## src/dac_loader_defines.vh

```
// Constants for the octal DAC serial loader
`ifndef DAC_LOADER_DEFINES_VH
`define DAC_LOADER_DEFINES_VH

// ----------------------------------------------------------------------
// Serial word layout
// ----------------------------------------------------------------------
`define WORD_BITS       16
`define CODE_MSB        15
`define CODE_LSB        4
`define ADDR_BIT        3
`define SEL_MSB         2
`define SEL_LSB         0
`define CODE_W          12
`define NUM_CH          8
`define LAST_BIT_IDX    5'h0F
`define CNT_RST         5'h00
`define CODE_RST        12'h000
`define WORD_RST        16'h0000

// ----------------------------------------------------------------------
// APB register map (byte addresses)
// ----------------------------------------------------------------------
`define REG_CTRL        8'h00
`define REG_STATUS      8'h04
`define REG_CH_BASE     8'h10
`define REG_DAC_BASE    8'h30
`define REG_SPAN        8'h20
`define CTRL_STRAP_SEL  0
`define CTRL_SW_STRAP   1
`define CTRL_RST        2'h0

`endif

```

## src/edge_sync.v

```verilog
// Two-flop synchroniser with edge detection
`timescale 1ns/1ps
module edge_sync #(
  // Reset value, set to the pin's idle level so no false edge follows reset
  parameter RST_LEVEL = 1'b0
) (
  // Clock and reset
  input  wire clk_i,
  input  wire rst_i,
  // Asynchronous level in
  input  wire async_i,
  // Synchronised level and edges
  output reg  level_o,
  output wire rise_o,
  output wire fall_o
);
  reg meta_q;
  reg last_q;

  always @(posedge clk_i) begin
    if (rst_i) begin
      meta_q  <= RST_LEVEL;
      level_o <= RST_LEVEL;
      last_q  <= RST_LEVEL;
    end else begin
      meta_q  <= async_i;
      level_o <= meta_q;
      last_q  <= level_o;
    end
  end

  assign rise_o = level_o & ~last_q;
  assign fall_o = ~level_o & last_q;
endmodule // edge_sync

```

## src/dac_loader.v

```verilog
// Serial loader, input latches and DAC latches of an octal 12-bit DAC
`timescale 1ns/1ps
`include "dac_loader_defines.vh"
module dac_loader (
  // Clock and reset
  input  wire         clk_i,
  input  wire         rst_i,
  // Serial link pins
  input  wire         shift_clock_i,
  input  wire         frame_sync_n_i,
  input  wire         serial_data_in_i,
  output reg          chain_data_out_o,
  // Control pins
  input  wire         device_address_strap_i,
  input  wire         load_all_n_i,
  input  wire         clear_outputs_n_i,
  // APB slave
  input  wire         psel_i,
  input  wire         penable_i,
  input  wire         pwrite_i,
  input  wire [7:0]   paddr_i,
  input  wire [31:0]  pwdata_i,
  output reg  [31:0]  prdata_o,
  output reg          pready_o,
  output reg          pslverr_o,
  // Converter codes, channel A in the low bits, and word accept and reject strobes
  output reg  [95:0]  dac_code_o,
  output reg          word_accepted_o,
  output reg          word_rejected_o
);

  // --------------------------------------------------------------------
  // Input synchronisers
  // --------------------------------------------------------------------
  wire sclk_lvl, sclk_rise, sclk_fall;
  wire fs_lvl, fs_fall;
  wire sdi_lvl;
  wire strap_lvl;
  wire load_all_n_lvl, clr_lvl;

  // Shift clock idles low
  edge_sync u_sclk (
    .clk_i   (clk_i),
    .rst_i   (rst_i),
    .async_i (shift_clock_i),
    .level_o (sclk_lvl),
    .rise_o  (sclk_rise),
    .fall_o  (sclk_fall)
  );

  // Active-low pins idle high
  edge_sync #(.RST_LEVEL(1'b1)) u_fs (
    .clk_i   (clk_i),
    .rst_i   (rst_i),
    .async_i (frame_sync_n_i),
    .level_o (fs_lvl),
    .rise_o  (),
    .fall_o  (fs_fall)
  );

  edge_sync u_sdi (
    .clk_i   (clk_i),
    .rst_i   (rst_i),
    .async_i (serial_data_in_i),
    .level_o (sdi_lvl),
    .rise_o  (),
    .fall_o  ()
  );

  edge_sync u_strap (
    .clk_i   (clk_i),
    .rst_i   (rst_i),
    .async_i (device_address_strap_i),
    .level_o (strap_lvl),
    .rise_o  (),
    .fall_o  ()
  );

  edge_sync #(.RST_LEVEL(1'b1)) u_load_all_n (
    .clk_i   (clk_i),
    .rst_i   (rst_i),
    .async_i (load_all_n_i),
    .level_o (load_all_n_lvl),
    .rise_o  (),
    .fall_o  ()
  );

  edge_sync #(.RST_LEVEL(1'b1)) u_clr (
    .clk_i   (clk_i),
    .rst_i   (rst_i),
    .async_i (clear_outputs_n_i),
    .level_o (clr_lvl),
    .rise_o  (),
    .fall_o  ()
  );

  // --------------------------------------------------------------------
  // Serial shift engine
  // --------------------------------------------------------------------
  reg  [15:0]  shift_q;
  reg  [4:0]   bit_cnt_q;
  reg          armed_q;
  reg          pend_out_q;
  reg  [1:0]   ctrl_q;
  reg  [95:0]  in_lat_q;
  reg  [15:0]  last_word_q;
  reg  [7:0]   acc_cnt_q;
  reg  [7:0]   rej_cnt_q;

  wire [15:0] word_d   = {shift_q[14:0], sdi_lvl};
  wire        strap_eff = ctrl_q[`CTRL_STRAP_SEL] ? ctrl_q[`CTRL_SW_STRAP] : strap_lvl;
  wire        take_bit  = sclk_fall & ~fs_lvl & armed_q;
  wire        last_bit  = (bit_cnt_q == `LAST_BIT_IDX);
  wire        addr_ok   = (word_d[`ADDR_BIT] == strap_eff);

  // 12-bit slot of a channel within a packed latch bank
  function [11:0] slot;
    input [95:0] bank;
    input [2:0]  idx;
    begin
      slot = bank[idx*12 +: 12];
    end
  endfunction

  integer i;
  always @(posedge clk_i) begin
    if (rst_i) begin
      shift_q          <= `WORD_RST;
      bit_cnt_q        <= `CNT_RST;
      armed_q          <= 1'b0;
      pend_out_q       <= 1'b0;
      chain_data_out_o <= 1'b0;
      in_lat_q         <= 96'h0;
      last_word_q      <= `WORD_RST;
      acc_cnt_q        <= 8'h00;
      rej_cnt_q        <= 8'h00;
      word_accepted_o  <= 1'b0;
      word_rejected_o  <= 1'b0;
    end else begin
      word_accepted_o <= 1'b0;
      word_rejected_o <= 1'b0;
      if (fs_lvl) begin
        bit_cnt_q <= `CNT_RST;
        armed_q   <= 1'b0;
      end else if (fs_fall) begin
        armed_q   <= 1'b1;
        bit_cnt_q <= `CNT_RST;
      end
      if (take_bit) begin
        shift_q    <= word_d;
        pend_out_q <= sdi_lvl;
        bit_cnt_q  <= bit_cnt_q + 5'h01;
        if (last_bit) begin
          armed_q     <= 1'b0;
          last_word_q <= word_d;
          if (addr_ok) begin
            for (i = 0; i < `NUM_CH; i = i + 1) begin
              if (word_d[`SEL_MSB:`SEL_LSB] == i[2:0]) begin
                in_lat_q[i*12 +: 12] <= word_d[`CODE_MSB:`CODE_LSB];
              end
            end
            word_accepted_o <= 1'b1;
            acc_cnt_q       <= acc_cnt_q + 8'h01;
          end else begin
            word_rejected_o <= 1'b1;
            rej_cnt_q       <= rej_cnt_q + 8'h01;
          end
        end
      end
      if (sclk_rise) begin
        chain_data_out_o <= pend_out_q;
      end
    end
  end

  // --------------------------------------------------------------------
  // DAC latches
  // --------------------------------------------------------------------
  always @(posedge clk_i) begin
    if (rst_i) begin
      dac_code_o <= 96'h0;
    end else if (!clr_lvl) begin
      dac_code_o <= 96'h0;
    end else if (!load_all_n_lvl) begin
      dac_code_o <= in_lat_q[95:0];
    end
  end

  // --------------------------------------------------------------------
  // APB slave, one wait state before pready
  // --------------------------------------------------------------------
  wire apb_acc = psel_i & penable_i & ~pready_o;
  wire [7:0] off = paddr_i - `REG_CH_BASE;
  wire [7:0] doff = paddr_i - `REG_DAC_BASE;
  wire in_ch  = (paddr_i >= `REG_CH_BASE) && (paddr_i < `REG_CH_BASE + `REG_SPAN);
  wire in_dac = (paddr_i >= `REG_DAC_BASE) && (paddr_i < `REG_DAC_BASE + `REG_SPAN);

  always @(posedge clk_i) begin
    if (rst_i) begin
      ctrl_q    <= `CTRL_RST;
      prdata_o  <= 32'h0;
      pready_o  <= 1'b0;
      pslverr_o <= 1'b0;
    end else begin
      pready_o  <= apb_acc;
      pslverr_o <= 1'b0;
      prdata_o  <= 32'h0;
      if (apb_acc) begin
        if (paddr_i[1:0] != 2'b00) begin
          pslverr_o <= 1'b1;
        end else if (paddr_i == `REG_CTRL) begin
          if (!pwrite_i) prdata_o <= {30'h0, ctrl_q};
        end else if (paddr_i == `REG_STATUS) begin
          if (pwrite_i) pslverr_o <= 1'b1;
          else prdata_o <= {last_word_q, rej_cnt_q[3:0], acc_cnt_q[3:0],
                            3'h0, strap_lvl, armed_q, ~fs_lvl, clr_lvl, load_all_n_lvl};
        end else if (in_ch && !pwrite_i) begin
          prdata_o <= {20'h0, slot(in_lat_q[95:0], off[4:2])};
        end else if (in_dac && !pwrite_i) begin
          prdata_o <= {20'h0, slot(dac_code_o, doff[4:2])};
        end else begin
          pslverr_o <= 1'b1;
        end
      end
      // Control write lands at the edge where the master sees pready
      if (psel_i && penable_i && pready_o && pwrite_i && (paddr_i == `REG_CTRL)) begin
        ctrl_q <= pwdata_i[1:0];
      end
    end
  end
endmodule // dac_loader

```

## config.mk

```make
export PLATFORM = sky130hd
export DESIGN_NAME = dac_loader
export DESIGN_NICKNAME = d
export VERILOG_FILES = /design/src/edge_sync.v /design/src/dac_loader.v
export VERILOG_INCLUDE_DIRS = /design/src
export SDC_FILE = /design/constraint.sdc
export NUM_CORES = 1
export LEC_CHECK = 0
export BUFFER_PORTS_ARGS = -buffer_cell sky130_fd_sc_hd__buf_2
export CAP_MARGIN = 20
export CELL_PAD_IN_SITES_DETAIL_PLACEMENT = 0
export CELL_PAD_IN_SITES_GLOBAL_PLACEMENT = 1
export CORE_MARGIN = 3
export CORE_UTILIZATION = 35
export CTS_CLUSTER_DIAMETER = 50
export DETAILED_ROUTE_END_ITERATION = 8
export PLACE_DENSITY_LB_ADDON = 0.05
export SYNTH_ARGS = -nofsm -noshare
export SYNTH_HDL_FRONTEND = slang
export SYNTH_SLANG_ARGS = --single-unit
```

## constraint.sdc

```tcl
create_clock -name clk_i -period 2.4 [get_ports clk_i]
set_input_delay 0.36 -clock clk_i [delete_from_list [all_inputs] [get_ports clk_i]]
set_output_delay 0.36 -clock clk_i [all_outputs]
set_load 0.01 [all_outputs]
```

# == After elaboration in Yosys (flattened, before gate mapping) ==
# Cells that the tools add are included.
# Widths: inputs -> output; s select.
# word_totals
ff_bits,299
latch_bits,0
ram_bits,0
rom_bits,0
input_bits,51
word_cells,126
memories,0
# classes
addsub,5
n_mul,2
div,0
magnitude_cmp,4
eq_ne,10
shift,2
muxes,22
n_bitwise,16
n_reduce_logical,28
# ops
operator,n
$shiftx 96x8->12,2
$mux 32,3
$reduce_and 4->1,8
$mux 12,2
$add 8x1->8 const B,2
$mux 5,3
$mux 1,13
$eq 3x3->1 const B,4
$mul 3x2->5 const B,2
$sub 5x5->5 const B,2
$not 1->1,9
$eq 8x3->1 const B,1
$ge 8x5->1 const B,1
$ge 8x6->1 const B,1
$logic_and 1x1->1,8
$logic_not 8->1,1
$lt 8x6->1 const B,1
$lt 8x7->1 const B,1
$and 1x1->1,7
$eq 3x2->1 const B,2
$reduce_and 3->1,2
$reduce_or 3->1,2
$add 5x1->5 const B,1
$eq 5x4->1 const B,1
9 further kinds,10

# == Longest topological paths before layout ==
# Gate-level depths: netlist of run 1.
# logic_depth
ltp_word,8
mapped_depth,10
depth_no_buf,7

# == Cells and area by module ==
# From an unflattened synthesis of run 1, not the netlist that was laid out.
# hier_totals
hier_cells,1248
area_unflattened_um2,12076.6
# modules_own_cells
mod,instances,cells_each,area_per_inst_um2
dac_loader,1,1200,11524.8
edge_sync (u_clr ...),3,8,92.6
edge_sync (u_sclk ...),3,8,91.3

# == Worst setup path after synthesis of run 1 ==
# OpenSTA, ideal clock, no wires.
# synth_timing
path_kind,in2reg
startpoint,in paddr_i[3]
endpoint,reg prdata_o[12]
setup_time_ps,59
arrival_ps,2086
slack_ps,255
stages,7
path_cell_list,buf_6 > or4_4 > or2_1 > buf_6 > nor4_4 > buf_6 > and2_1
# synth_between
elab_chain_cells,3
# synth_rtl
item,line,source
"start, declared",dac_loader.v:21,"input wire [7:0] paddr_i,"
$eq 8x3->1 (no source line),--,
$mux 32,dac_loader.v:213,end else if (paddr_i == `REG_STATUS) begin
$mux 32 (*),dac_loader.v:211,end else if (paddr_i == `REG_CTRL) begin
"end signal, assigned",dac_loader.v:212,"if (!pwrite_i) prdata_o <= {30'h0, ctrl_q};"
"end signal, assigned",dac_loader.v:215,"else prdata_o <= {last_word_q, rej_cnt_q[3:0], acc_cnt_q[3:0],"
"end signal, assigned",dac_loader.v:218,"prdata_o <= {20'h0, slot(in_lat_q[95:0], off[4:2])};"
"end, declared",dac_loader.v:23,"output reg [31:0] prdata_o,"
# Every way passes the cells marked *; elsewhere a longest branch is shown, timed or not.
# A chain may end at the register's enable or synchronous reset.

# == Final worst setup path of run 1 ==
# layout_timing
startpoint,reg bit_cnt_q[0]
endpoint,reg rej_cnt_q[2]
# layout_between
elab_chain_cells,2
# layout_rtl
item,line,source
"start, declared",dac_loader.v:101,reg [4:0] bit_cnt_q;
"start signal, assigned",dac_loader.v:129,bit_cnt_q <= `CNT_RST;
"start signal, assigned",dac_loader.v:143,bit_cnt_q <= `CNT_RST;
"start signal, assigned",dac_loader.v:147,bit_cnt_q <= `CNT_RST;
$eq 5x4->1 (no source line),--,
$reduce_and 3->1 (no source line),--,
"end signal, assigned",dac_loader.v:166,rej_cnt_q <= rej_cnt_q + 8'h01;
"end, declared",dac_loader.v:108,reg [7:0] rej_cnt_q;
# No other way between the ends.

==> summary.md, run 1 <==
| Metric | Value |
|---|---|
| Status | `finished, final reports clean` |
| Grt ovf | `0` |
| Final net count | `~1400` |
| Initial antenna violation count | `2` |
| NetSw | `between 2 and 3 mW` |
| Detail Route Antenna Nets | `0` |
| Worst-path clk slew | `approximately 60 ps` |
| Hold WS | `22.9 ps` |
| Diode count | `0` |
| Hold Path Depth | `2` |
| Sw frac | `22.5%` |
| Setup TNS | `0 ps` |
| Min-Delay Startpoint | `frame_sync_n_i` |
| Largest net degree at the start of global routing | `approximately 160` |
| Resized Gates After CTS | `0` |
| Initial DRC Count | `roughly 800` |
| # setup viols final | `0` |
| Yosys warns | `0` |
| Drt pass-1 iters | `5` |
| Num CTS Buffers | `40` |
| Cell Area, Synth | `around 12000 um2` |
| Maxcap violations | `0` |
| Total number of vias | `just under 10000` |
| Yosys reg bits | `just under 300` |
| Io pins | `~180` |
| Area grow syn2layout | `24.7%` |
| Post-Layout Inst Area | `between 10000 and 15000 um2` |
| Crit path time final | `~2000 ps` |
| CTS tree | `done` |
| Synth top area cells | `dfxtp_1 (48%), mux2i_1 (9.8%), mux4_2 (9.0%)` |
| Worst slew margin | `~44%` |
| Placer Congestion | `between 0.7 and 0.8` |
| Internal power | `approximately 8.9 mW` |
| First-pass GRT wire length | `around 61000 um` |
| Distinct cells, synth | `just under 50` |
| Final hold violation count | `0` |
| Period Utilization, post-route | `between 80% and 90%` |
| Comb pwr share | `~3.6%` |
| Placed insts | `between 1500 and 2000` |
| Worst-path maximum fanout | `13` |
| Yosys top cell area share | `a little under 50%` |
| WP data arrival | `around 2500 ps` |
| Routed length per instance | `21.8 um` |
| Worst Path Required | `2810 ps` |
| Share of layout cells above drive strength 1 | `25.2%` |
| Syn_area_per_cell | `roughly 9.6 um2` |
| Reg2Reg Setup Slack | `350 ps` |
| Post-synthesis sequential area ratio | `48.5%` |
| Sink Count | `290` |
| Vias in the first global route | `around 9400` |
| RSZ-0062 raised after global routing | `false` |
| Core Rows | `67` |
| Die ar. | `roughly 36000 um2` |
| Worst-margin pin slew | `835 ps` |
| Pwr Total | `11.5 mW` |
| Port Buffers | `about 150` |
| Clock share of power | `approximately 54%` |
| Critical path type | `flop to flop` |
| Skew-Pair Late Insertion Delay | `around 530 ps` |
| Post-CTS setup buffer count | `0` |
| Hold path endpoint | `u_fs.meta_q$_SDFF_PP1_` |
| Synth Net Count | `about 1300` |
| Leading area contributor after synthesis | `dfxtp_1` |
| Leakage | `approximately 6.3 nW` |
| Finished Layout Cells | `around 1900` |
| Tot GR Track Use | `about 22%` |
| RR Endpoint | `rej_cnt_q[2]$_SDFFE_PP0P_` |
| Die span in y | `between 150 and 200 um` |
| DRT Wirelength | `between 40000 and 50000 um` |
| HP Class | `input port to flop` |
| Crit. End Element | `flop` |
| Worst Skew | `roughly 22 ps` |
| Max IR drop VDD | `~0.40 mV` |
| Area after DPL | `~14000 um2` |
| Startpoint types | `flop` |
| Drt drc | `0` |
| Core area | `around 34000 um2` |
| Cells after Synth | `1243` |
| Max clock buf depth | `3` |
| Critical R2R Launch | `bit_cnt_q[0]$_SDFFE_PP0P_` |
| Fmax | `about 500 MHz` |
| CTS Hold Bufs | `0` |
| Reg2Reg Depth | `8` |
| Power per standard cell area | `767 nW/um2` |
| Final count of pins violating max slew | `0` |
| Number of H-tree levels | `2` |
| HPWL after DPL | `between 20000 and 30000 um` |
| Flop pwr share | `~42%` |
| Vias per std cell | `between 5 and 6` |
| Starting density of the core | `between 30% and 40%` |
| Die Wd | `between 150 and 200 um` |
| Root Driver | `clkbuf_16` |
## worst max-delay path by stage
stage | slack (ps) | startpoint | cells past startpoint | end
3_3_place_gp | 250 | paddr_i[4] | 6 | prdata_o[4]$_SDFF_PP0_
4_1_cts | 360 | bit_cnt_q[0]$_SDFFE_PP0P_ | 8 | rej_cnt_q[2]$_SDFFE_PP0P_
6_report | 350 | bit_cnt_q[0]$_SDFFE_PP0P_ | 8 | rej_cnt_q[2]$_SDFFE_PP0P_
5_1_grt | 220 | bit_cnt_q[0]$_SDFFE_PP0P_ | 8 | rej_cnt_q[2]$_SDFFE_PP0P_
2_1_floorplan | 260 | paddr_i[3] | 7 | prdata_o[12]$_SDFF_PP0_
3_5_place_dp | 220 | paddr_i[4] | 6 | prdata_o[3]$_SDFF_PP0_
## power by group through the flow
| stage | registers (mW) | logic [mW] | clock network, mW |
|---|---|---|---|
| floorplan | 4.94 | 0.262 | 0 |
| global placement | 4.95 | 0.418 | 0 |
| detailed placement | 4.95 | 0.415 | 0 |
| CTS | 4.84 | 0.416 | 6.35 |
| global route | 4.84 | 0.440 | 6.56 |
| finish | 4.84 | 0.413 | 6.20 |
## Yosys cell counts (all sizes together)
library cell / n
buf: 34
nor2: 126
and2: 20
a211oi: 1
o31ai: 2
a21o: 1
o22ai: 3
a221o: 7
xnor2: 1
ha: 4
or4b: 1
or4: 3
and3: 5
nor4: 2
nor2b: 12
nand4b: 1
nor4bb: 1
mux2i: 117
dfxtp: 290
nand4: 5
and4: 4
nand2b: 2
o21ai: 103
or3: 3
or3b: 1
mux2: 11
a211o: 2
nand4bb: 1
a21oi: 137
nand3: 109
nor4b: 1
a31oi: 2
mux4: 48
nand2: 66
nand3b: 2
clkbuf: 90
or2: 8
nor3b: 1
inv: 4
xor2: 3
nor3: 9
## layout by cell type, fill, tap and decap left out, types with 12 or more instances in the layout
cell type and count:
dfxtp_1 289, buf_2 152, a21oi_1 137, nor2_1 126, mux2i_1 117, nand3_1 109, o21ai_1 101, nand2_1 66
buf_4 49, mux4_2 48, clkbuf_16 41, and2_1 20, buf_12 16, nor2b_1 12
## sequential cells by signal, indices dropped and copies added, names as in the netlist, 2 cells and up
name,count
dac_code_o,96
in_lat_q,96
prdata_o,32
last_word_q,16
shift_q,15
bit_cnt_q,5
acc_cnt_q,4
rej_cnt_q,4
ctrl_q,2
## through the flow
| step | utilization, % | setup WS (ps) |
|---|---|---|
| global route | 44.4 | 222 |
| global placement | 40.2 | 248 |
| detailed placement | 40.2 | 218 |
| CTS | 44.4 | 357 |
| floorplan | - | 255 |
| finish | 44.4 | 355 |
## routing by layer
| layer | track usage, % | up-vias | share of wire [%] |
|---|---|---|---|
| li1 | - | 4707 | - |
| met1 | 33.0 | 4714 | 49 |
| met2 | 32.9 | 295 | 43 |
| met3 | 3.45 | 58 | 5.4 |
| met4 | 5.00 | 0 | 2.0 |
| met5 | 0 | - | 0 |
## final cells by class
| type | instances | area (um2) |
|---|---|---|
| clock inverter | 20 | 268 |
| sequential | 290 | 5810 |
| inverter | 4 | 15.0 |
| fill | 3285 | 18700 |
| multi-input combinational | 825 | 5690 |
| tap | 448 | 561 |
| timing repair buffer | 217 | 1450 |
| clock buffer | 54 | 1130 |
## kinds of logic (layout without fill, tap and decap cells)
group,after synthesis,in the layout,share of synthesized area [%]
fa+ha+maj,4,4,0.418
xor+xnor,4,4,0.293
flops,290,290,48.5
buf+inv,128,295,4.45
compound gates,258,258,11.3
simple gates,383,383,15.2
mux,176,176,19.8
## worst max-delay path: stages (launching register included)
cell     delay [ps]
dfxtp_1         370
ha_1            200
and3_1          170
ha_1            190
inv_1            70
nor2_1          220
buf_4           250
nand3_1         110
mux2_1          340
Note: power is estimated with default switching activity, not from simulation.
==> run 2, diff against run 1 <==
--- a/config.mk
+++ b/config.mk
@@ -6,6 +6,7 @@
 export SDC_FILE = /design/constraint.sdc
 export NUM_CORES = 1
 export LEC_CHECK = 0
+export ABC_AREA = 1
 export BUFFER_PORTS_ARGS = -buffer_cell sky130_fd_sc_hd__buf_2
 export CAP_MARGIN = 20
 export CELL_PAD_IN_SITES_DETAIL_PLACEMENT = 0
==> run 2 against run 1 <==
Final area rose by 1.8%. Highest routed layer unchanged. First-iteration DRC count is 11% higher. Global-route usage increased by 1.8 points. Largest power group unchanged. Wire length up 14%. Critical path depth up 3. Flip-flop and latch count unchanged. Via count rose by 24%.
==> summary.md, run 2 <==
| Metric | Value |
|---|---|
| Status | `finished, final reports clean (unchanged)` |
| Family with the most delay on the worst path | `simple AND/OR/NAND/NOR gates (unchanged)` |
| Worst slew margin | `40.2% (was 44.0%)` |
| Root Driver | `clkbuf_16 (unchanged)` |
| Final net count | `1956 (was 1433)` |
| Most frequent cells in the layout | `nand2_1 (460), dfxtp_1 (289), a21oi_1 (197), inv_1 (169), buf_2 (153) (was dfxtp_1 (289), buf_2 (152), a21oi_1 (137), nor2_1 (126), mux2i_1 (117))` |
| Initial antenna violation count | `0 (was 2)` |
| Sink Count | `290 (unchanged)` |
| Synth Flop Type | `dfxtp_1 (unchanged)` |
| Fmax | `485 MHz (was 489 MHz)` |
| Biggest regs | `dac_code_o (96), in_lat_q (96), prdata_o (32) (unchanged)` |
| Crit-path max cell delay | `360 ps (was 370 ps)` |
| # setup viols final | `0 (unchanged)` |
| Slowest stage cell on the critical path | `dfxtp_1 (unchanged)` |
| Power per standard cell area | `785 nW/um2 (was 767 nW/um2)` |
| Initial DRC Count | `897 (was 808)` |
| Area grow syn2layout | `22.0% (was 24.7%)` |
| Leakage | `6.34 nW (was 6.32 nW)` |
| Critical path type | `flop to flop (unchanged)` |
| Maxcap violations | `0 (unchanged)` |
| Cells after Synth | `1777 (was 1243)` |
| Skew-Pair Late Insertion Delay | `540 ps (was 530 ps)` |
| RSZ-0062 raised after global routing | `false (unchanged)` |
| Crit. End Element | `flop (unchanged)` |
| Die span in y | `195 um (was 191 um)` |
| First-pass GRT wire length | `70400 um (was 60900 um)` |
| Leading area contributor after synthesis | `dfxtp_1 (unchanged)` |
| Syn_area_per_cell | `7.01 um2 (was 9.63 um2)` |
| Yosys reg bits | `290 (unchanged)` |
| Startpoint types | `flop (unchanged)` |
| Placer Congestion | `0.820 (was 0.797)` |
| Worst Path Required | `2880 ps (was 2810 ps)` |
| Diode count | `0 (unchanged)` |
| Post-synthesis sequential area ratio | `46.6% (was 48.5%)` |
| Vias in the first global route | `11300 (was 9420)` |
| Post-CTS setup buffer count | `0 (unchanged)` |
| Drt pass-1 iters | `5 (unchanged)` |
| Post-Layout Inst Area | `15200 um2 (was 14900 um2)` |
| Synth Net Count | `1832 (was 1298)` |
| Crit path time final | `2060 ps (was 2050 ps)` |
| Routed length per instance | `19.3 um (was 21.8 um)` |
| CTS tree | `done (unchanged)` |
| Largest net degree at the start of global routing | `81 (was 162)` |
| Most frequent cell after synthesis | `nand2_1 (was dfxtp_1)` |
| Synth top area cells | `dfxtp_1 (47%), nand2_1 (14%), a21oi_1 (7.9%) (was dfxtp_1 (48%), mux2i_1 (9.8%), mux4_2 (9.0%))` |
| Die ar. | `37900 um2 (was 36500 um2)` |
| Worst Skew | `18.7 ps (was 22.4 ps)` |
| Worst-path maximum fanout | `38 (was 13)` |
| Core Rows | `68 (was 67)` |
| Max clock buf depth | `3 (unchanged)` |
| HP Class | `input port to flop (unchanged)` |
| Post-synth ARST share | `0% (unchanged)` |
| HPWL after DPL | `32000 um (was 27100 um)` |
| CP bufs+invs | `4 (was 2)` |
| Setup TNS | `0 ps (unchanged)` |
| Share of layout cells above drive strength 1 | `15.5% (was 25.2%)` |
| Cell chain of the critical path | `ha_1 > inv_1 > nor3_1 > ha_1 > inv_1 > nor2_4 > buf_12 > inv_2 > nor2_4 > nor2_1 > nor2_1 (was ha_1 > and3_1 > ha_1 > inv_1 > nor2_1 > buf_4 > nand3_1 > mux2_1)` |
| Period Utilization, post-route | `85.8% (was 85.2%)` |
| Port Buffers | `153 (unchanged)` |
| Yosys warns | `0 (unchanged)` |
| Detail Route Antenna Nets | `0 (unchanged)` |
| EDFF count, synth | `0 (unchanged)` |
| Drt drc | `0 (unchanged)` |
| Most common cell after layout, fill and taps aside | `nand2_1 (was dfxtp_1)` |
| Core area | `34800 um2 (was 33600 um2)` |
| DRT Wirelength | `46200 um (was 40600 um)` |
| Max IR drop VDD | `0.516 mV (was 0.405 mV)` |
| WP data arrival | `2540 ps (was 2450 ps)` |
| Total number of vias | `12200 (was 9774)` |
| Tot GR Track Use | `23.7% (was 21.9%)` |
| Cell Area, Synth | `12500 um2 (was 12000 um2)` |
| Io pins | `184 (unchanged)` |
| Number of H-tree levels | `2 (unchanged)` |
| Final hold violation count | `0 (unchanged)` |
| Yosys top cell area share | `46.6% (was 48.5%)` |
| Num CTS Buffers | `41 (was 40)` |
| Grt ovf | `0 (unchanged)` |
| Hold WS | `20.7 ps (was 22.9 ps)` |
| Final count of pins violating max slew | `0 (unchanged)` |
| Worst-margin pin slew | `897 ps (was 835 ps)` |
| Commonest cells in the netlist | `nand2_1 (460), dfxtp_1 (290), a21oi_1 (197) (was dfxtp_1 (290), a21oi_1 (137), nor2_1 (126))` |
| Die Wd | `195 um (was 191 um)` |
| Area after DPL | `13800 um2 (was 13500 um2)` |
| Starting density of the core | `35.8% (was 35.6%)` |
| Vias per std cell | `5.10 (was 5.26)` |
| Worst-path clk slew | `60 ps (about the same)` |
| Distinct cells, synth | `29 (was 49)` |
## run 2: cell count changes after synthesis, moves of 17 or more
cell and change:
a21oi_1 +60, o21ai_0 +112, o21ai_1 -100, nand4_1 +97
clkbuf_1 -17, and2_1 -18, nand2_1 +394, buf_2 +37
nor2_1 +18, inv_1 +166, mux4_2 -48, mux2i_1 -117
## run 2: final timing paths
path / from / to / slack (ps) / cells after the start
max: bit_cnt_q[0]$_SDFFE_PP0P_ / in_lat_q[10]$_SDFFE_PP0P_ / 340 / 11
max reg2reg: bit_cnt_q[0]$_SDFFE_PP0P_ / in_lat_q[10]$_SDFFE_PP0P_ / 340 / 11
min: load_all_n_i / u_load_all_n.meta_q$_SDFF_PP1_ / 20 / 2
min reg2reg: u_strap.meta_q$_SDFF_PP0_ / u_strap.level_o$_SDFF_PP0_ / 400 / 2
## run 2: repair_timing
action	CTS	global route
hold endpoints to repair	1	0
hold buffers	1	0
gates resized for setup	0	0
## run 2: report_power, final
group / switching [mW] / leakage (nW) / internal (mW) / total (mW)
Combinational: 0.513 / 3.30 / 0.235 / 0.748
Clock: 2.27 / 0.698 / 3.96 / 6.23
Sequential: 0.0535 / 2.35 / 4.89 / 4.95
Total: 2.83 / 6.34 / 9.09 / 11.9
## run 2: kinds of logic (layout without fill, tap and decap cells)
logic type               Yosys count  in the layout  synth area share (%)
AO/OA/AOI/OAI                    326            326                  13.4
buffers and inverters            304            458                  9.74
AND/OR/NAND/NOR                  849            849                  29.6
flip-flops                       290            290                  46.6
XOR/XNOR                           4              4                 0.281
adder cells (fa/ha/maj)            4              4                 0.402
## run 2: layer usage
layer	GRT usage, %	wire (um)	up-vias
met2	34.7	19400	350
met1	36.0	22900	5720
met4	6.28	1010	0
met3	3.83	2770	53
met5	0	0	-
li1	-	-	6036
## run 2: per-stage QoR
stage / std cells / total power [mW] / worst slack (ps) / util, %
detailed placement: 2312 / 5.80 / 323 / 39.6
global route: 2386 / 12.4 / 114 / 43.7
global placement: 2312 / 5.79 / 354 / 39.6
CTS: 2386 / 12.1 / 323 / 43.7
floorplan: 1777 / 5.49 / 686 / -
finish: 2386 / 11.9 / 340 / 43.7
## run 2: final cells by class
cell class | instances | area, um2
fill | 3652 | 19600
sequential | 290 | 5810
multi-input combinational | 1183 | 5440
timing repair buffer | 210 | 1320
clock buffer | 54 | 1170
inverter | 175 | 657
tap | 455 | 569
clock inverter | 19 | 240
## run 2: worst reg2reg max path: cells and delay by family, from the launching register on
family,cells,cell delay [ps]
buffers and inverters,4,500
and+or+nand+nor,5,800
adders and majority gates,2,360
DFF,1,360
